==> src/timer16_pkg.sv <==
package timer16_pkg;

  localparam logic [11:0] ADDR_CONTROL  = 12'h000;
  localparam logic [11:0] ADDR_COUNT    = 12'h004;
  localparam logic [11:0] ADDR_COMPARE_A = 12'h008;
  localparam logic [11:0] ADDR_COMPARE_B = 12'h00C;
  localparam logic [11:0] ADDR_CAPTURE  = 12'h010;
  localparam logic [11:0] ADDR_FLAGS    = 12'h014;

  localparam int CTL_MODE_LSB  = 0;
  localparam int CTL_ACT_A_LSB = 4;
  localparam int CTL_ACT_B_LSB = 6;
  localparam int CTL_DIR_A_BIT = 8;
  localparam int CTL_DIR_B_BIT = 9;

  localparam int FLG_OVF_BIT = 0;
  localparam int FLG_CMPA_BIT = 1;
  localparam int FLG_CMPB_BIT = 2;
  localparam int FLG_CAP_BIT = 3;

  localparam logic [3:0] MODE_CTC_A   = 4'h4;
  localparam logic [3:0] MODE_CTC_CAP = 4'hC;
  localparam logic [3:0] MODE_FAST8   = 4'h5;
  localparam logic [3:0] MODE_FAST9   = 4'h6;
  localparam logic [3:0] MODE_FAST10  = 4'h7;
  localparam logic [3:0] MODE_FAST_CAP = 4'hE;
  localparam logic [3:0] MODE_FAST_A  = 4'hF;

  localparam logic [1:0] ACT_NONE   = 2'h0;
  localparam logic [1:0] ACT_TOGGLE = 2'h1;
  localparam logic [1:0] ACT_PWM_INV = 2'h2;
  localparam logic [1:0] ACT_PWM_NON = 2'h3;

  localparam logic [15:0] TOP_FIX8  = 16'h00FF;
  localparam logic [15:0] TOP_FIX9  = 16'h01FF;
  localparam logic [15:0] TOP_FIX10 = 16'h03FF;
  localparam logic [15:0] COUNT_MAX = 16'hFFFF;
  localparam logic [15:0] BOTTOM    = 16'h0000;
  localparam logic [15:0] RESET_16  = 16'h0000;
  localparam logic [31:0] RESET_32  = 32'h0000_0000;

  typedef struct packed {
    logic [1:0] action;
    logic [15:0] value;
    logic        buffered;
  } compare_cfg_t;

  typedef struct packed {
    logic match;
    logic at_top;
    logic at_bottom;
  } compare_evt_t;

  function automatic logic is_fast(input logic [3:0] mode);
    return (mode == MODE_FAST8) || (mode == MODE_FAST9) || (mode == MODE_FAST10) ||
           (mode == MODE_FAST_CAP) || (mode == MODE_FAST_A);
  endfunction

  function automatic logic [15:0] fixed_mask(input logic [3:0] mode);
    unique case (mode)
      MODE_FAST8:  return TOP_FIX8;
      MODE_FAST9:  return TOP_FIX9;
      MODE_FAST10: return TOP_FIX10;
      default:     return COUNT_MAX;
    endcase
  endfunction

endpackage

==> src/compare_output_unit.sv <==
`timescale 1ns/1ps
module compare_output_unit (
  input  wire logic                       clock_in,
  input  wire logic                       rstn_in,
  input  wire logic                       ce_in,
  input  wire logic [3:0]                 mode_in,
  input  wire timer16_pkg::compare_cfg_t  cfg_in,
  input  wire timer16_pkg::compare_evt_t  evt_in,
  input  wire logic                       is_a_in,
  output logic                            state_out
);
  import timer16_pkg::*;

  logic fast;
  assign fast = is_fast(mode_in);

  // The internal state runs regardless of the pin direction bit.
  always_ff @(posedge clock_in or negedge rstn_in) begin
    if (!rstn_in) begin
      state_out <= 1'b0;
    end else if (ce_in) begin
      if (fast) begin
        unique case (cfg_in.action)
          ACT_TOGGLE: begin
            if (is_a_in && mode_in == MODE_FAST_A && evt_in.match) begin
              state_out <= ~state_out;
            end
          end
          ACT_PWM_INV: begin
            // Match wins over BOTTOM so compare 0 keeps a spike, TOP stays constant.
            if (evt_in.match) begin
              state_out <= 1'b1;
            end else if (evt_in.at_bottom) begin
              state_out <= 1'b0;
            end
          end
          ACT_PWM_NON: begin
            if (evt_in.match) begin
              state_out <= 1'b0;
            end else if (evt_in.at_bottom) begin
              state_out <= 1'b1;
            end
          end
          ACT_NONE: begin
          end
        endcase
      end else if (cfg_in.action == ACT_TOGGLE && evt_in.match) begin
        state_out <= ~state_out;
      end
    end
  end

endmodule

==> src/timer16_ctc_fast_pwm.sv <==
// Our own choices: the register addresses and the APB register port.
`timescale 1ns/1ps
module timer16_ctc_fast_pwm (
  input  wire logic        clock_in,
  input  wire logic        rstn_in,
  input  wire logic        ce_in,
  input  wire logic        timer_tick_in,
  input  wire logic        cmpa_ack_in,
  input  wire logic        cap_ack_in,
  input  wire logic        psel,
  input  wire logic        penable,
  input  wire logic        pwrite,
  input  wire logic [11:0] paddr,
  input  wire logic [31:0] pwdata,
  output logic [31:0]      prdata,
  output logic             pready,
  output logic             pslverr,
  output logic             pin_a_out,
  output logic             pin_a_oe_out,
  output logic             pin_b_out,
  output logic             pin_b_oe_out
);
  import timer16_pkg::*;

  ////////////////////////////////////////////////////////////////////////////////
  logic [31:0] control_r;
  logic [15:0] count_value_r;
  logic [15:0] compare_a_value_r;
  logic [15:0] compare_a_buf_r;
  logic [15:0] compare_b_value_r;
  logic [15:0] compare_b_buf_r;
  logic [15:0] capture_top_value_r;
  logic [3:0]  timer_flag_reg_r;
  logic [1:0]  match_d_r;
  logic [1:0]  oc_state;

  logic [3:0]  waveform_mode_sel;
  logic [1:0]  output_action_a_sel;
  logic [1:0]  output_action_b_sel;
  logic        fast;
  logic [15:0] top_value;
  logic        at_top;
  logic        top_is_a;
  logic        top_is_cap;
  logic        wr_en;
  logic        rd_en;
  logic [15:0] wmask;
  logic [3:0]  flag_set;
  logic [3:0]  flag_clr;

  assign waveform_mode_sel   = control_r[CTL_MODE_LSB +: 4];
  assign output_action_a_sel = control_r[CTL_ACT_A_LSB +: 2];
  assign output_action_b_sel = control_r[CTL_ACT_B_LSB +: 2];
  assign fast  = is_fast(waveform_mode_sel);
  assign wr_en = psel && penable && pwrite;
  assign rd_en = psel && penable && !pwrite;
  assign wmask = fixed_mask(waveform_mode_sel);

  ////////////////////////////////////////////////////////////////////////////////
  always_comb begin
    top_is_a   = 1'b0;
    top_is_cap = 1'b0;
    top_value  = COUNT_MAX;
    unique case (waveform_mode_sel)
      MODE_CTC_A: begin
        top_value = compare_a_value_r;
        top_is_a  = 1'b1;
      end
      MODE_CTC_CAP: begin
        top_value  = capture_top_value_r;
        top_is_cap = 1'b1;
      end
      MODE_FAST8:    top_value = TOP_FIX8;
      MODE_FAST9:    top_value = TOP_FIX9;
      MODE_FAST10:   top_value = TOP_FIX10;
      MODE_FAST_CAP: begin
        top_value  = capture_top_value_r;
        top_is_cap = 1'b1;
      end
      MODE_FAST_A: begin
        top_value = compare_a_value_r;
        top_is_a  = 1'b1;
      end
      default: top_value = COUNT_MAX;
    endcase
  end

  assign at_top = (count_value_r == top_value);

  ////////////////////////////////////////////////////////////////////////////////
  // Single-slope up count: equality with TOP clears on the next tick, a missed
  // TOP runs on to the maximum and wraps through zero.
  always_ff @(posedge clock_in or negedge rstn_in) begin
    if (!rstn_in) begin
      count_value_r <= RESET_16;
    end else if (ce_in) begin
      if (wr_en && paddr == ADDR_COUNT) begin
        count_value_r <= pwdata[15:0];
      end else if (timer_tick_in) begin
        if (at_top) begin
          count_value_r <= BOTTOM;
        end else begin
          count_value_r <= 16'(count_value_r + 16'h0001);
        end
      end
    end
  end

  ////////////////////////////////////////////////////////////////////////////////
  // Compare writes go to the buffer; outside fast PWM the buffer is transparent.
  always_ff @(posedge clock_in or negedge rstn_in) begin
    if (!rstn_in) begin
      compare_a_buf_r   <= RESET_16;
      compare_b_buf_r   <= RESET_16;
      compare_a_value_r <= RESET_16;
      compare_b_value_r <= RESET_16;
    end else if (ce_in) begin
      if (wr_en && paddr == ADDR_COMPARE_A) begin
        compare_a_buf_r <= pwdata[15:0] & wmask;
      end
      if (wr_en && paddr == ADDR_COMPARE_B) begin
        compare_b_buf_r <= pwdata[15:0] & wmask;
      end
      if (!fast) begin
        if (wr_en && paddr == ADDR_COMPARE_A) begin
          compare_a_value_r <= pwdata[15:0] & wmask;
        end
        if (wr_en && paddr == ADDR_COMPARE_B) begin
          compare_b_value_r <= pwdata[15:0] & wmask;
        end
      end else if (timer_tick_in && at_top) begin
        compare_a_value_r <= compare_a_buf_r;
        compare_b_value_r <= compare_b_buf_r;
      end
    end
  end

  always_ff @(posedge clock_in or negedge rstn_in) begin
    if (!rstn_in) begin
      capture_top_value_r <= RESET_16;
    end else if (ce_in && wr_en && paddr == ADDR_CAPTURE) begin
      capture_top_value_r <= pwdata[15:0];
    end
  end

  always_ff @(posedge clock_in or negedge rstn_in) begin
    if (!rstn_in) begin
      control_r <= RESET_32;
    end else if (ce_in && wr_en && paddr == ADDR_CONTROL) begin
      control_r <= {22'h000000, pwdata[9:0]};
    end
  end

  ////////////////////////////////////////////////////////////////////////////////
  // Match is registered so the compare flag lands one clock cycle after the tick.
  always_ff @(posedge clock_in or negedge rstn_in) begin
    if (!rstn_in) begin
      match_d_r <= 2'h0;
    end else if (ce_in && timer_tick_in) begin
      match_d_r[0] <= (count_value_r == compare_a_value_r) && !(fast && top_is_a);
      match_d_r[1] <= (count_value_r == compare_b_value_r);
    end else if (ce_in) begin
      match_d_r <= 2'h0;
    end
  end

  always_comb begin
    flag_set = 4'h0;
    if (timer_tick_in) begin
      if (fast) begin
        flag_set[FLG_OVF_BIT]  = at_top;
        flag_set[FLG_CMPA_BIT] = at_top && top_is_a;
        flag_set[FLG_CAP_BIT]  = at_top && top_is_cap;
      end else begin
        flag_set[FLG_OVF_BIT] = (count_value_r == COUNT_MAX);
        flag_set[FLG_CAP_BIT] = at_top && top_is_cap;
      end
    end
    flag_set[FLG_CMPA_BIT] = flag_set[FLG_CMPA_BIT] | match_d_r[0];
    flag_set[FLG_CMPB_BIT] = match_d_r[1];
  end

  always_comb begin
    flag_clr = 4'h0;
    if (wr_en && paddr == ADDR_FLAGS) begin
      flag_clr = pwdata[3:0];
    end
    flag_clr[FLG_CMPA_BIT] = flag_clr[FLG_CMPA_BIT] | cmpa_ack_in;
    flag_clr[FLG_CAP_BIT]  = flag_clr[FLG_CAP_BIT] | cap_ack_in;
  end

  // Set wins over a clear in the same cycle so no event is lost.
  always_ff @(posedge clock_in or negedge rstn_in) begin
    if (!rstn_in) begin
      timer_flag_reg_r <= 4'h0;
    end else if (ce_in) begin
      timer_flag_reg_r <= (timer_flag_reg_r & ~flag_clr) | flag_set;
    end
  end

  ////////////////////////////////////////////////////////////////////////////////
  genvar gi;
  generate
    for (gi = 0; gi < 2; gi++) begin : g_unit
      compare_cfg_t cfg;
      compare_evt_t evt;
      assign cfg.action   = (gi == 0) ? output_action_a_sel : output_action_b_sel;
      assign cfg.value    = (gi == 0) ? compare_a_value_r : compare_b_value_r;
      assign cfg.buffered = fast;
      assign evt.match    = timer_tick_in &&
                            (count_value_r == cfg.value) && !(fast && gi == 0 && top_is_a
                            && cfg.action != ACT_TOGGLE);
      assign evt.at_top    = timer_tick_in && at_top;
      assign evt.at_bottom = timer_tick_in && at_top;
      compare_output_unit u_unit (
        .clock_in  (clock_in),
        .rstn_in   (rstn_in),
        .ce_in     (ce_in),
        .mode_in   (waveform_mode_sel),
        .cfg_in    (cfg),
        .evt_in    (evt),
        .is_a_in   (gi == 0),
        .state_out (oc_state[gi])
      );
    end
  endgenerate

  // The pin follows the internal state only while its direction bit is set.
  always_ff @(posedge clock_in or negedge rstn_in) begin
    if (!rstn_in) begin
      pin_a_out    <= 1'b0;
      pin_a_oe_out <= 1'b0;
      pin_b_out    <= 1'b0;
      pin_b_oe_out <= 1'b0;
    end else if (ce_in) begin
      pin_a_oe_out <= control_r[CTL_DIR_A_BIT];
      pin_a_out    <= oc_state[0] & control_r[CTL_DIR_A_BIT];
      pin_b_oe_out <= control_r[CTL_DIR_B_BIT];
      pin_b_out    <= oc_state[1] & control_r[CTL_DIR_B_BIT];
    end
  end

  ////////////////////////////////////////////////////////////////////////////////
  // APB: zero wait states, unmapped reads return zero with an error.
  always_ff @(posedge clock_in or negedge rstn_in) begin
    if (!rstn_in) begin
      prdata  <= RESET_32;
      pready  <= 1'b0;
      pslverr <= 1'b0;
    end else if (ce_in) begin
      pready  <= psel && !penable;
      pslverr <= 1'b0;
      prdata  <= RESET_32;
      if (psel && !penable && !pwrite) begin
        unique case (paddr)
          ADDR_CONTROL:   prdata <= control_r;
          ADDR_COUNT:     prdata <= {16'h0000, count_value_r};
          ADDR_COMPARE_A: prdata <= {16'h0000, compare_a_buf_r};
          ADDR_COMPARE_B: prdata <= {16'h0000, compare_b_buf_r};
          ADDR_CAPTURE:   prdata <= {16'h0000, capture_top_value_r};
          ADDR_FLAGS:     prdata <= {28'h0000000, timer_flag_reg_r};
          default:        pslverr <= 1'b1;
        endcase
      end else if (psel && !penable) begin
        pslverr <= !(paddr inside {ADDR_CONTROL, ADDR_COUNT, ADDR_COMPARE_A,
                                   ADDR_COMPARE_B, ADDR_CAPTURE, ADDR_FLAGS});
      end
    end
  end

endmodule

==> config.mk <==
export PLATFORM = sky130hd
export DESIGN_NAME = timer16_ctc_fast_pwm
export DESIGN_NICKNAME = d
export VERILOG_FILES = /design/src/timer16_pkg.sv /design/src/compare_output_unit.sv /design/src/timer16_ctc_fast_pwm.sv
export SDC_FILE = /design/constraint.sdc
export NUM_CORES = 1
export LEC_CHECK = 0
export ABC_AREA = 1
export BUFFER_PORTS_ARGS = -buffer_cell sky130_fd_sc_hd__buf_2
export CAP_MARGIN = 10
export CELL_PAD_IN_SITES_DETAIL_PLACEMENT = 1
export CELL_PAD_IN_SITES_GLOBAL_PLACEMENT = 2
export CORE_AREA = 4 4 155 157
export CTS_BUF_LIST = sky130_fd_sc_hd__clkbuf_4 sky130_fd_sc_hd__clkbuf_8
export DETAILED_ROUTE_END_ITERATION = 16
export DIE_AREA = 0 0 159 161
export PLACE_DENSITY_LB_ADDON = 0.1
export SYNTH_ARGS = -nofsm -noshare
export SYNTH_HDL_FRONTEND = slang
export SYNTH_HIERARCHICAL = 1
export SYNTH_SLANG_ARGS = --single-unit
==> constraint.sdc <==
create_clock -name clock_in -period 4.8 [get_ports clock_in]
set_input_delay 0.48 -clock clock_in [delete_from_list [all_inputs] [get_ports clock_in]]
set_output_delay 0.48 -clock clock_in [all_outputs]
set_load 0.03 [all_outputs]
* After elaboration in Yosys (flattened, before gate mapping)
Index checks and enable logic that the tools add are counted.
Word-level totals: register bits after elaboration 152, input bits 53
Cells by class: $add $sub $neg 1, eq/ne operators 31, multiplexer cells 38, bitwise operators 11, reduce and logical (&&, ||, !) cells 51
Operators by type and width (number):
- two-way mux 16 bit | 9
- one-hot mux 16 bit (6 select lines) | 1
- one-hot mux 16 bit (5 select lines) | 1
- equality test 16 bit | 3
- one-hot mux 16 bit (3 select lines) | 1
- two-way mux 32 bit | 1
- equality test 12 x 4 -> 1 bit (second input constant) | 2
- equality test 12 x 5 -> 1 bit (second input constant) | 2
- logical AND 1 bit | 24
- two-way mux 1 bit | 19
- adder 16 x 1 -> 16 bit (second input constant) | 1
- bitwise AND 16 bit | 1
- equality test 16 bit (second input constant) | 1
- equality test 4 x 3 -> 1 bit (second input constant) | 4
- != test 4 x 3 -> 1 bit (second input constant) | 4
- equality test 12 x 3 -> 1 bit (second input constant) | 1
- equality test 4 bit (second input constant) | 3
- zero test 12 bit | 1
- nonzero test 2 bit | 6
- equality test 2 bit (second input constant) | 4
- two-way mux 2 bit | 3
- AND reduction 2 bit | 3
- AND reduction 3 bit | 2
- AND reduction 6 bit | 1
- other kinds (20) | 34

* Longest topological paths before layout
Gate-level depths: netlist of the first run.
word-level depth 13, gate-level depth with buffers 22, depth with buffers taken out 21

* Modules after synthesis
Netlist of the first run, hierarchy kept.
By module, submodules not included:
- timer16_ctc_fast_pwm | instances 1, cells an instance 1107, area an instance 7938.9 µm²
- compare_output_unit | instances 2, cells an instance 33, area an instance 160.2 µm²

* Least setup slack after synthesis of the first run
No wires, ideal clock.
kind reg-to-reg, from reg control_r[2], to reg g_unit[0].u_unit.state_out, setup time 0.117 ns, arrival 2.133 ns, required time 4.683 ns, setup slack 2.550 ns, cell stages (with the launch flop) 23, path buffers 2, period minus slack after synthesis 2.250 ns, cells stage by stage dfrtp_1 -> buf_4 -> nand2_1 -> inv_2 -> nand2_1 -> nand2_2 -> buf_8 -> nand2_1 -> nand3_1 -> nand2_1 -> nand2_1 -> nor2_1 -> nand2_1 -> nor2_1 -> nand2_1 -> nor2_1 -> inv_1 -> nand2_1 -> nand4_1 -> nand2_2 -> nand2_1 -> nand2_1 -> nand2_1
RTL lines:
- start, declared | line timer16_ctc_fast_pwm.sv:26 | logic [31:0] control_r;
- start signal, assigned | line timer16_ctc_fast_pwm.sv:150 | control_r <= {22'h000000, pwdata[9:0]};
- end signal, assigned | line compare_output_unit.sv:26 | state_out <= ~state_out;
- end signal, assigned | line compare_output_unit.sv:48 | state_out <= ~state_out;
- end, declared | line compare_output_unit.sv:10 | output logic state_out

* Worst setup path after layout of the first run
from reg control_r[2], to reg compare_a_value_r[14]
On the way: cells in the longest elaborated chain, start to end 7, elaborated cells between the ends (all ways) 23, classes of those cells eq/ne (9); mux (4); bitwise (1); reduce/logical (9)
RTL lines:
- equality test 4 bit (tied with other cells) | line timer16_pkg.sv:56, timer16_ctc_fast_pwm.sv:64
- OR reduction 2 bit (no line) or logical OR 1 bit (tied branches)
- one-hot mux 16 bit (5 select lines) or logical OR 1 bit (tied branches) | line timer16_ctc_fast_pwm.sv:64, timer16_pkg.sv:55
- equality test 16 bit or logical OR 1 bit (tied branches) | line timer16_ctc_fast_pwm.sv:88, timer16_pkg.sv:55
- logical AND 1 bit or logical OR 1 bit (tied branches) | line timer16_ctc_fast_pwm.sv:131, timer16_pkg.sv:56
- != test 2 x 1 -> 1 bit (no line) or nonzero test 2 bit (tied branches)
- AND reduction 3 bit (no line)
- end signal, assigned | line timer16_ctc_fast_pwm.sv:126 | compare_a_value_r <= pwdata[15:0] & wmask;
- end signal, assigned | line timer16_ctc_fast_pwm.sv:132 | compare_a_value_r <= compare_a_buf_r;
- end, declared | line timer16_ctc_fast_pwm.sv:28 | logic [15:0] compare_a_value_r;
Parallel ways exist; a longest one is shown, timed or not. The select of a mux whose other input is x is not followed. A chain may end at the register's enable or synchronous reset.

==> flow_metrics.env, run 1 <==
export IMPL_clock_root_buffer="clkbuf_8"
export IMPL_htree_num_levels=4
export IMPL_preCtsSetupSlack_ns=1.516
export IMPL_switching_share_pct=36.20
export IMPL_irDropWorstVdd_uv=131.7
export IMPL_whs_ns=0.3080
export IMPL_fin_crit_sh_pct=68.17
export IMPL_hpwl_um=23810
export IMPL_synth_edf_count=0
export IMPL_criticalPathCategory="reg2reg"
export IMPL_synthTopCellsByArea="dfrtp_1 (41%), nand2_1 (16%), o21ai_0 (7.5%)"
export IMPL_ant_nets=0
export IMPL_crit_fanout=34
export IMPL_m1WireLength_um=15670
export IMPL_grt_pass1_wl_um=48110
export IMPL_vias_per_cell=5.259
export IMPL_cpMaxStageDelayCell="dfrtp_1"
export IMPL_outcome="completed"
export IMPL_initialDrtViolationCount=573
export IMPL_drtPass1Iterations=7
export IMPL_wl_met3_um=1635
export IMPL_crit_path_end_kind="flop"
export IMPL_overflow=0
export IMPL_path_cells="nand2_1 > inv_2 > nand2_1 > nand2_2 > nand2_1 > nand4_1 > nand2_1 > nor2_1 > nand2_1 > nor2_2 > nand3_2 > nand2_4 > nand2_4 > nand2_1 > nand2_1"
export IMPL_placed_cells=1476
export IMPL_core_sq_mm=0.02250
export IMPL_setup_viol=0
export IMPL_antenna_found_initial=1
export IMPL_numCtsBuffers=17
export IMPL_layout_common_cells="nand2_1 (351), inv_1 (140), dfrtp_1 (136), o21ai_0 (124), nand3_1 (90)"
export IMPL_post_synth_instance_area_sq_mm=0.008259
export IMPL_sequentialPowerShare_pct=46.0
export IMPL_crit_reg2reg_launch="control_r[2]"
export IMPL_hold_class="in2reg"
export IMPL_drv_slew=0
export IMPL_max_freq_mhz=305.6
export IMPL_gp_congestion=0.9130
export IMPL_synthArstFlopShare_pct=100.0
export IMPL_num_antenna_cells=0
export IMPL_p_int_mw=1.896
export IMPL_fp_dieW_um=159
export IMPL_layout_drive_gt1_share_pct=10.78
export IMPL_grt_pass1_vias=7854
export IMPL_grt_max_degree=56
export IMPL_drc=0
export IMPL_reg2reg_depth=15
export IMPL_ys_warn_count=6
export IMPL_nNetsFinal=1265
export IMPL_fin_tns_setup_ns=0
export IMPL_final_cells=1509
export IMPL_synth_top_area_share_pct=41.21
export IMPL_startpoint_type="flop"
export IMPL_synth_flop_cell="dfrtp_1"
export IMPL_hold_viol=0
export IMPL_final_cell_area_sq_mm=0.009125
export IMPL_finalPower_mw=2.971
export IMPL_syn_area_per_cell_sq_um=7.041
export IMPL_wl_um=31650
export IMPL_slew_headroom_pct=30.10
export IMPL_slowest_delay_ns=0.72
export IMPL_power_frac_clock_pct=33.9
export IMPL_place_area_sq_mm=0.008710
export IMPL_fp_row_count=55
export IMPL_synth_cells=1173
export IMPL_comb_power_share_pct=20.1
export IMPL_nFillCells=2935
export IMPL_pin_count=91
export IMPL_clockBufferDepth=2
export IMPL_reg2reg_slack_ns=1.53
export IMPL_holdPathStages=4
export IMPL_start_util_pct=36.70
export IMPL_dr_wl_met2_um=13500
export IMPL_critPathArrivalTime_ns=3.63
export IMPL_required_ns=5.16
export IMPL_hold_end="pready"
export IMPL_ys_seq_area_share_pct=41.21
export IMPL_ys_types=38
export IMPL_final_common_cell="nand2_1"
export IMPL_gr_usage_all_layers_pct=24.71
export IMPL_cts_tree="yes"
export IMPL_avgRoutedWirePerCell_um=20.98
export IMPL_num_vias=7936
export IMPL_regToRegEndpoint="compare_a_value_r[14]"
export IMPL_cpMostUsedCell="nand2_1"
export IMPL_switchingPower_mw=1.076
export IMPL_dieArea_sq_mm=0.02560
export IMPL_syn_to_final_growth_pct=10.48
export IMPL_min_from="penable"
export IMPL_ctsResizeCount=0
export IMPL_cap_violations=0
export IMPL_clk_latency_ns=0.47
export IMPL_port_buffer_count=58
export IMPL_fin_crit_ns=3.272
export IMPL_cts_reportedPaths_clkPinSlew_ns=0.09
export IMPL_dr_max_layer_used="met4"
export IMPL_fp_dieH_um=161
export IMPL_setup_ws_ns=1.528
export IMPL_cts_sinks=136
export IMPL_fin_skew_ns=0.01371
export IMPL_synth_seq_cells=136
export IMPL_utilization_pct=40.55
export IMPL_rsz0062_at_grt="false"
export IMPL_worst_slew_pin_slew_ns=1.042
export IMPL_p_leak_nw=4.566
export IMPL_synth_top_area_cell="dfrtp_1"
export IMPL_powerDensity_mw_per_mm2=325.6
-- registers in the layout, summed over array words and instances (netlist names) --
register,flops
control_r,10
capture_top_value_r,16
pin_b_oe_out,1
timer_flag_reg_r,4
pready,1
pin_a_out,1
pin_a_oe_out,1
match_d_r,2
pin_b_out,1
compare_a_value_r,16
prdata,16
g_unit.u_unit/state_out,2
count_value_r,16
pslverr,1
compare_b_value_r,16
compare_a_buf_r,16
compare_b_buf_r,16
-- Yosys cell counts, types with 10 or more instances --
cell type and number:
a21oi_1 29, nor2_1 77, buf_4 22, o21ai_0 124
nor3_1 11, nor4_1 10, o22ai_1 18, inv_1 140
nand3_1 90, clkbuf_1 41, dfrtp_1 136, xor2_1 39
nand2_1 351, nand4_1 19
-- routing by layer --
layer	vias up	global-route usage (%)
met5	-	0
met4	0	7.574
met3	32	4.287
met2	206	36.40
met1	3891	37.03
li1	3807	-
-- worst max-delay path: cells and delay by family (launching register included) --
family,cells,cell delay (ns)
buffers and inverters,1,0.12
and+or+nand+nor,14,2.30
DFF,1,0.72
-- worst max-delay path by stage --
stage | startpoint | end | slack (ns) | cells past startpoint
3_5_place_dp | control_r[2] | g_unit[1].u_unit/state_out | 1.52 | 21
5_1_grt | control_r[2] | g_unit[1].u_unit/state_out | 1.07 | 21
4_1_cts | control_r[2] | g_unit[1].u_unit/state_out | 1.50 | 21
3_3_place_gp | control_r[2] | g_unit[1].u_unit/state_out | 1.58 | 21
2_1_floorplan | control_r[2] | g_unit[0].u_unit/state_out | 2.55 | 22
6_report | control_r[2] | compare_a_value_r[14] | 1.53 | 15
-- final cells by class --
| class | count | area, sq um | share of cell area (%) |
|---|---|---|---|
| repair buffers | 74 | 419.2 | 4.593 |
| flip-flops and latches | 136 | 3403 | 37.30 |
| multi-input cells | 834 | 3985 | 43.67 |
| well taps | 285 | 356.6 | 3.908 |
| clock inverters | 10 | 108.9 | 1.193 |
| inverters | 148 | 555.5 | 6.088 |
| clock buffers | 22 | 296.5 | 3.250 |
-- timing repair --
action | in CTS | in global routing
setup buffers | 0 | 0
endpoints found under the hold margin | 41 | 0
hold buffers | 1 | 0
-- logic make-up after synthesis --
group	after synthesis	synth area share, %
flops	136	41.21
xor+xnor	39	4.136
fa+ha+maj	1	0.1515
simple gates	582	30.18
other cells	2	0.09093
compound gates	194	12.83
buf+inv	219	11.41
-- power groups by stage --
| stage | Combinational (mW) | Clock, mW | Sequential (mW) |
|---|---|---|---|
| 3_3_place_gp | 0.579 | 0 | 1.38 |
| 5_1_grt | 0.675 | 1.08 | 1.38 |
| 2_1_floorplan | 0.505 | 0 | 1.26 |
| 3_5_place_dp | 0.591 | 0 | 1.38 |
| 6_report | 0.597 | 1.01 | 1.37 |
| 4_1_cts | 0.595 | 1.02 | 1.36 |
No activity file was read; power rests on OpenSTA's default activity.
==> run 2: changes to the inputs <==
- CORE_AREA: 4 4 155 157 -> 4 4 169 171
- DIE_AREA: 0 0 159 161 -> 0 0 173 175
- clock period: 4.8 -> 2.7 ns (I/O delays scaled with it)
==> run 2 against run 1 <==
Effect of this change: combinational power increased by 110%; die area rose by 18%; critical endpoint is now compare_b_value_r[7]; wire length grew 5.5%; largest power group unchanged; setup slack lost 1.3 ns; register-to-register slack lost 1.3 ns; utilization decreased by 4.3 points; critical path type unchanged; non-clock buffer count up 59; clock skew increased by 0.0078 ns; sequential share of layout area decreased by 2.3 points.
==> flow_metrics.env, run 2 (synthesis gave the netlist of run 1 again) <==
export IMPL_wl_um=33380
export IMPL_overflow=0
export IMPL_numCtsBuffers=17
export IMPL_min_from="pwdata[15]"
export IMPL_antenna_found_initial=0
export IMPL_required_ns=3.06
export IMPL_vias_per_cell=4.966
export IMPL_outcome="completed"
export IMPL_slew_headroom_pct=57.97
export IMPL_gr_usage_all_layers_pct=22.17
export IMPL_clockBufferDepth=2
export IMPL_dieArea_sq_mm=0.03028
export IMPL_layout_drive_gt1_share_pct=15.74
export IMPL_p_leak_nw=4.864
export IMPL_grt_max_degree=48
export IMPL_htree_num_levels=4
export IMPL_gp_congestion=0.8770
export IMPL_switchingPower_mw=1.982
export IMPL_sequentialPowerShare_pct=43.6
export IMPL_p_int_mw=3.456
export IMPL_initialDrtViolationCount=611
export IMPL_crit_reg2reg_launch="control_r[2]"
export IMPL_port_buffer_count=58
export IMPL_grt_pass1_vias=7965
export IMPL_clock_root_buffer="clkbuf_8"
export IMPL_setup_viol=0
export IMPL_crit_path_end_kind="flop"
export IMPL_holdPathStages=3
export IMPL_syn_to_final_growth_pct=17.83
export IMPL_clk_latency_ns=0.47
export IMPL_drv_slew=0
export IMPL_irDropWorstVdd_uv=257.5
export IMPL_num_antenna_cells=0
export IMPL_critPathArrivalTime_ns=2.86
export IMPL_pin_count=91
export IMPL_grt_pass1_wl_um=50560
export IMPL_hold_class="in2reg"
export IMPL_worst_slew_pin_slew_ns=0.6289
export IMPL_power_frac_clock_pct=33.9
export IMPL_num_vias=8065
export IMPL_startpoint="control_r[2]"
export IMPL_hold_viol=0
export IMPL_fin_crit_ns=2.497
export IMPL_avgRoutedWirePerCell_um=20.55
export IMPL_core_sq_mm=0.02688
export IMPL_ant_nets=0
export IMPL_switching_share_pct=36.44
export IMPL_rsz0062_at_grt="true"
export IMPL_hpwl_um=25860
export IMPL_start_util_pct=30.73
export IMPL_comb_power_share_pct=22.5
export IMPL_max_freq_mhz=400.5
export IMPL_fp_row_count=60
export IMPL_cts_tree="yes"
export IMPL_regToRegEndpoint="compare_b_value_r[7]"
export IMPL_fin_crit_sh_pct=92.49
export IMPL_fin_skew_ns=0.02152
export IMPL_layout_common_cells="nand2_1 (349), inv_1 (140), dfrtp_1 (131), o21ai_0 (124), nand3_1 (90)"
export IMPL_cts_reportedPaths_clkPinSlew_ns=0.09
export IMPL_utilization_pct=36.21
export IMPL_nNetsFinal=1324
export IMPL_drc=0
export IMPL_fp_dieW_um=173
export IMPL_crit_fanout=16
export IMPL_drtPass1Iterations=5
export IMPL_criticalPathCategory="reg2reg"
export IMPL_hold_end="capture_top_value_r[15]"
export IMPL_cap_violations=0
export IMPL_final_common_cell="nand2_1"
export IMPL_reg2reg_depth=16
export IMPL_powerDensity_mw_per_mm2=558.8
export IMPL_nFillCells=3404
export IMPL_finalPower_mw=5.438
export IMPL_reg2reg_slack_ns=0.20
export IMPL_fp_dieH_um=175
export IMPL_startpoint_type="flop"
export IMPL_cts_sinks=136
==> run 2: cell count changes in the layout (fill, tap and decap cells not counted), moves of 2 or more <==
| cell | delta |
|---|---|
| buf_12 | +3 |
| dfrtp_1 | -5 |
| nor2_1 | -4 |
| nand2_1 | -2 |
| nor2_4 | +2 |
| clkbuf_8 | -4 |
| buf_4 | +55 |
| nand2_8 | +2 |
| inv_6 | +2 |
| nor2_2 | +2 |
| clkinv_4 | -2 |
| dfrtp_2 | +5 |
==> run 2: per-layer routing <==
metal | wire (um) | up-vias | global-route usage [%]
li1 | - | 3916 | -
met4 | 458 | 0 | 4.822
met1 | 16710 | 3966 | 32.85
met5 | 0 | - | 0
met2 | 14960 | 160 | 34.24
met3 | 1248 | 23 | 3.375
==> run 2: power by group through the flow <==
stage	Clock (mW)	Combinational [mW]	Sequential (mW)
after floorplan	0	0.898	2.24
final	1.84	1.23	2.37
after detailed placement	0	1.22	2.41
after CTS	1.90	1.23	2.37
after global routing	2.00	1.38	2.39
after global placement	0	1.21	2.41
==> run 2: worst max-delay path: stages (launching register included) <==
cell     delay, ns
dfrtp_2       0.45
inv_2         0.07
nor2_2        0.14
nand2_1       0.11
nand2_4       0.14
buf_4         0.17
nand2_1       0.07
nand3_1       0.11
nand2_1       0.08
nor2_1        0.16
nand2_1       0.08
nor2_2        0.14
nand3_2       0.14
nand2_8       0.16
nand2_4       0.17
nand2_1       0.12
nand2_1       0.06
==> run 2: layout make-up <==
type                    count  area (sq um)  area share, %
clock inverters            14         162.7          1.671
repair buffers            133         903.4          9.283
flip-flops and latches    136          3410          35.03
inverters                 148         555.5          5.708
multi-input cells         834          4033          41.44
clock buffers              18         241.5          2.481
well taps                 341         426.7          4.384
==> run 2: worst max path at each step <==
stage	end	slack (ns)	depth (start not counted)
floorplan	g_unit[0].u_unit/state_out	0.45	22
global route	g_unit[1].u_unit/state_out	-0.07	20
finish	compare_b_value_r[7]	0.20	16
global placement	g_unit[1].u_unit/state_out	0.03	20
detailed placement	g_unit[1].u_unit/state_out	0.05	20
CTS	g_unit[1].u_unit/state_out	0.04	19
==> run 2: through the flow <==
stage	TNS (ns)	instances	hold WS, ns	area [sq um]	setup WS, ns
5_1_grt	-0.2006	1624	0.07491	9732	-0.06774
4_1_cts	0	1618	0.07434	9630	0.03711
3_5_place_dp	0	1585	0.2526	9215	0.04724
3_3_place_gp	0	1585	0.2560	9215	0.02770
6_report	0	1624	0.1067	9732	0.2029
2_1_floorplan	0	1189	-0.02559	8319	0.4501
==> run 2: repair_timing <==
item                                    4_1_cts  5_1_grt
endpoints found under the setup margin        2       37
pin swaps                                     0        1
setup buffers                                 0        6
hold buffers                                  1        0
hold endpoints to repair                     45        0
resized for setup                             1       16
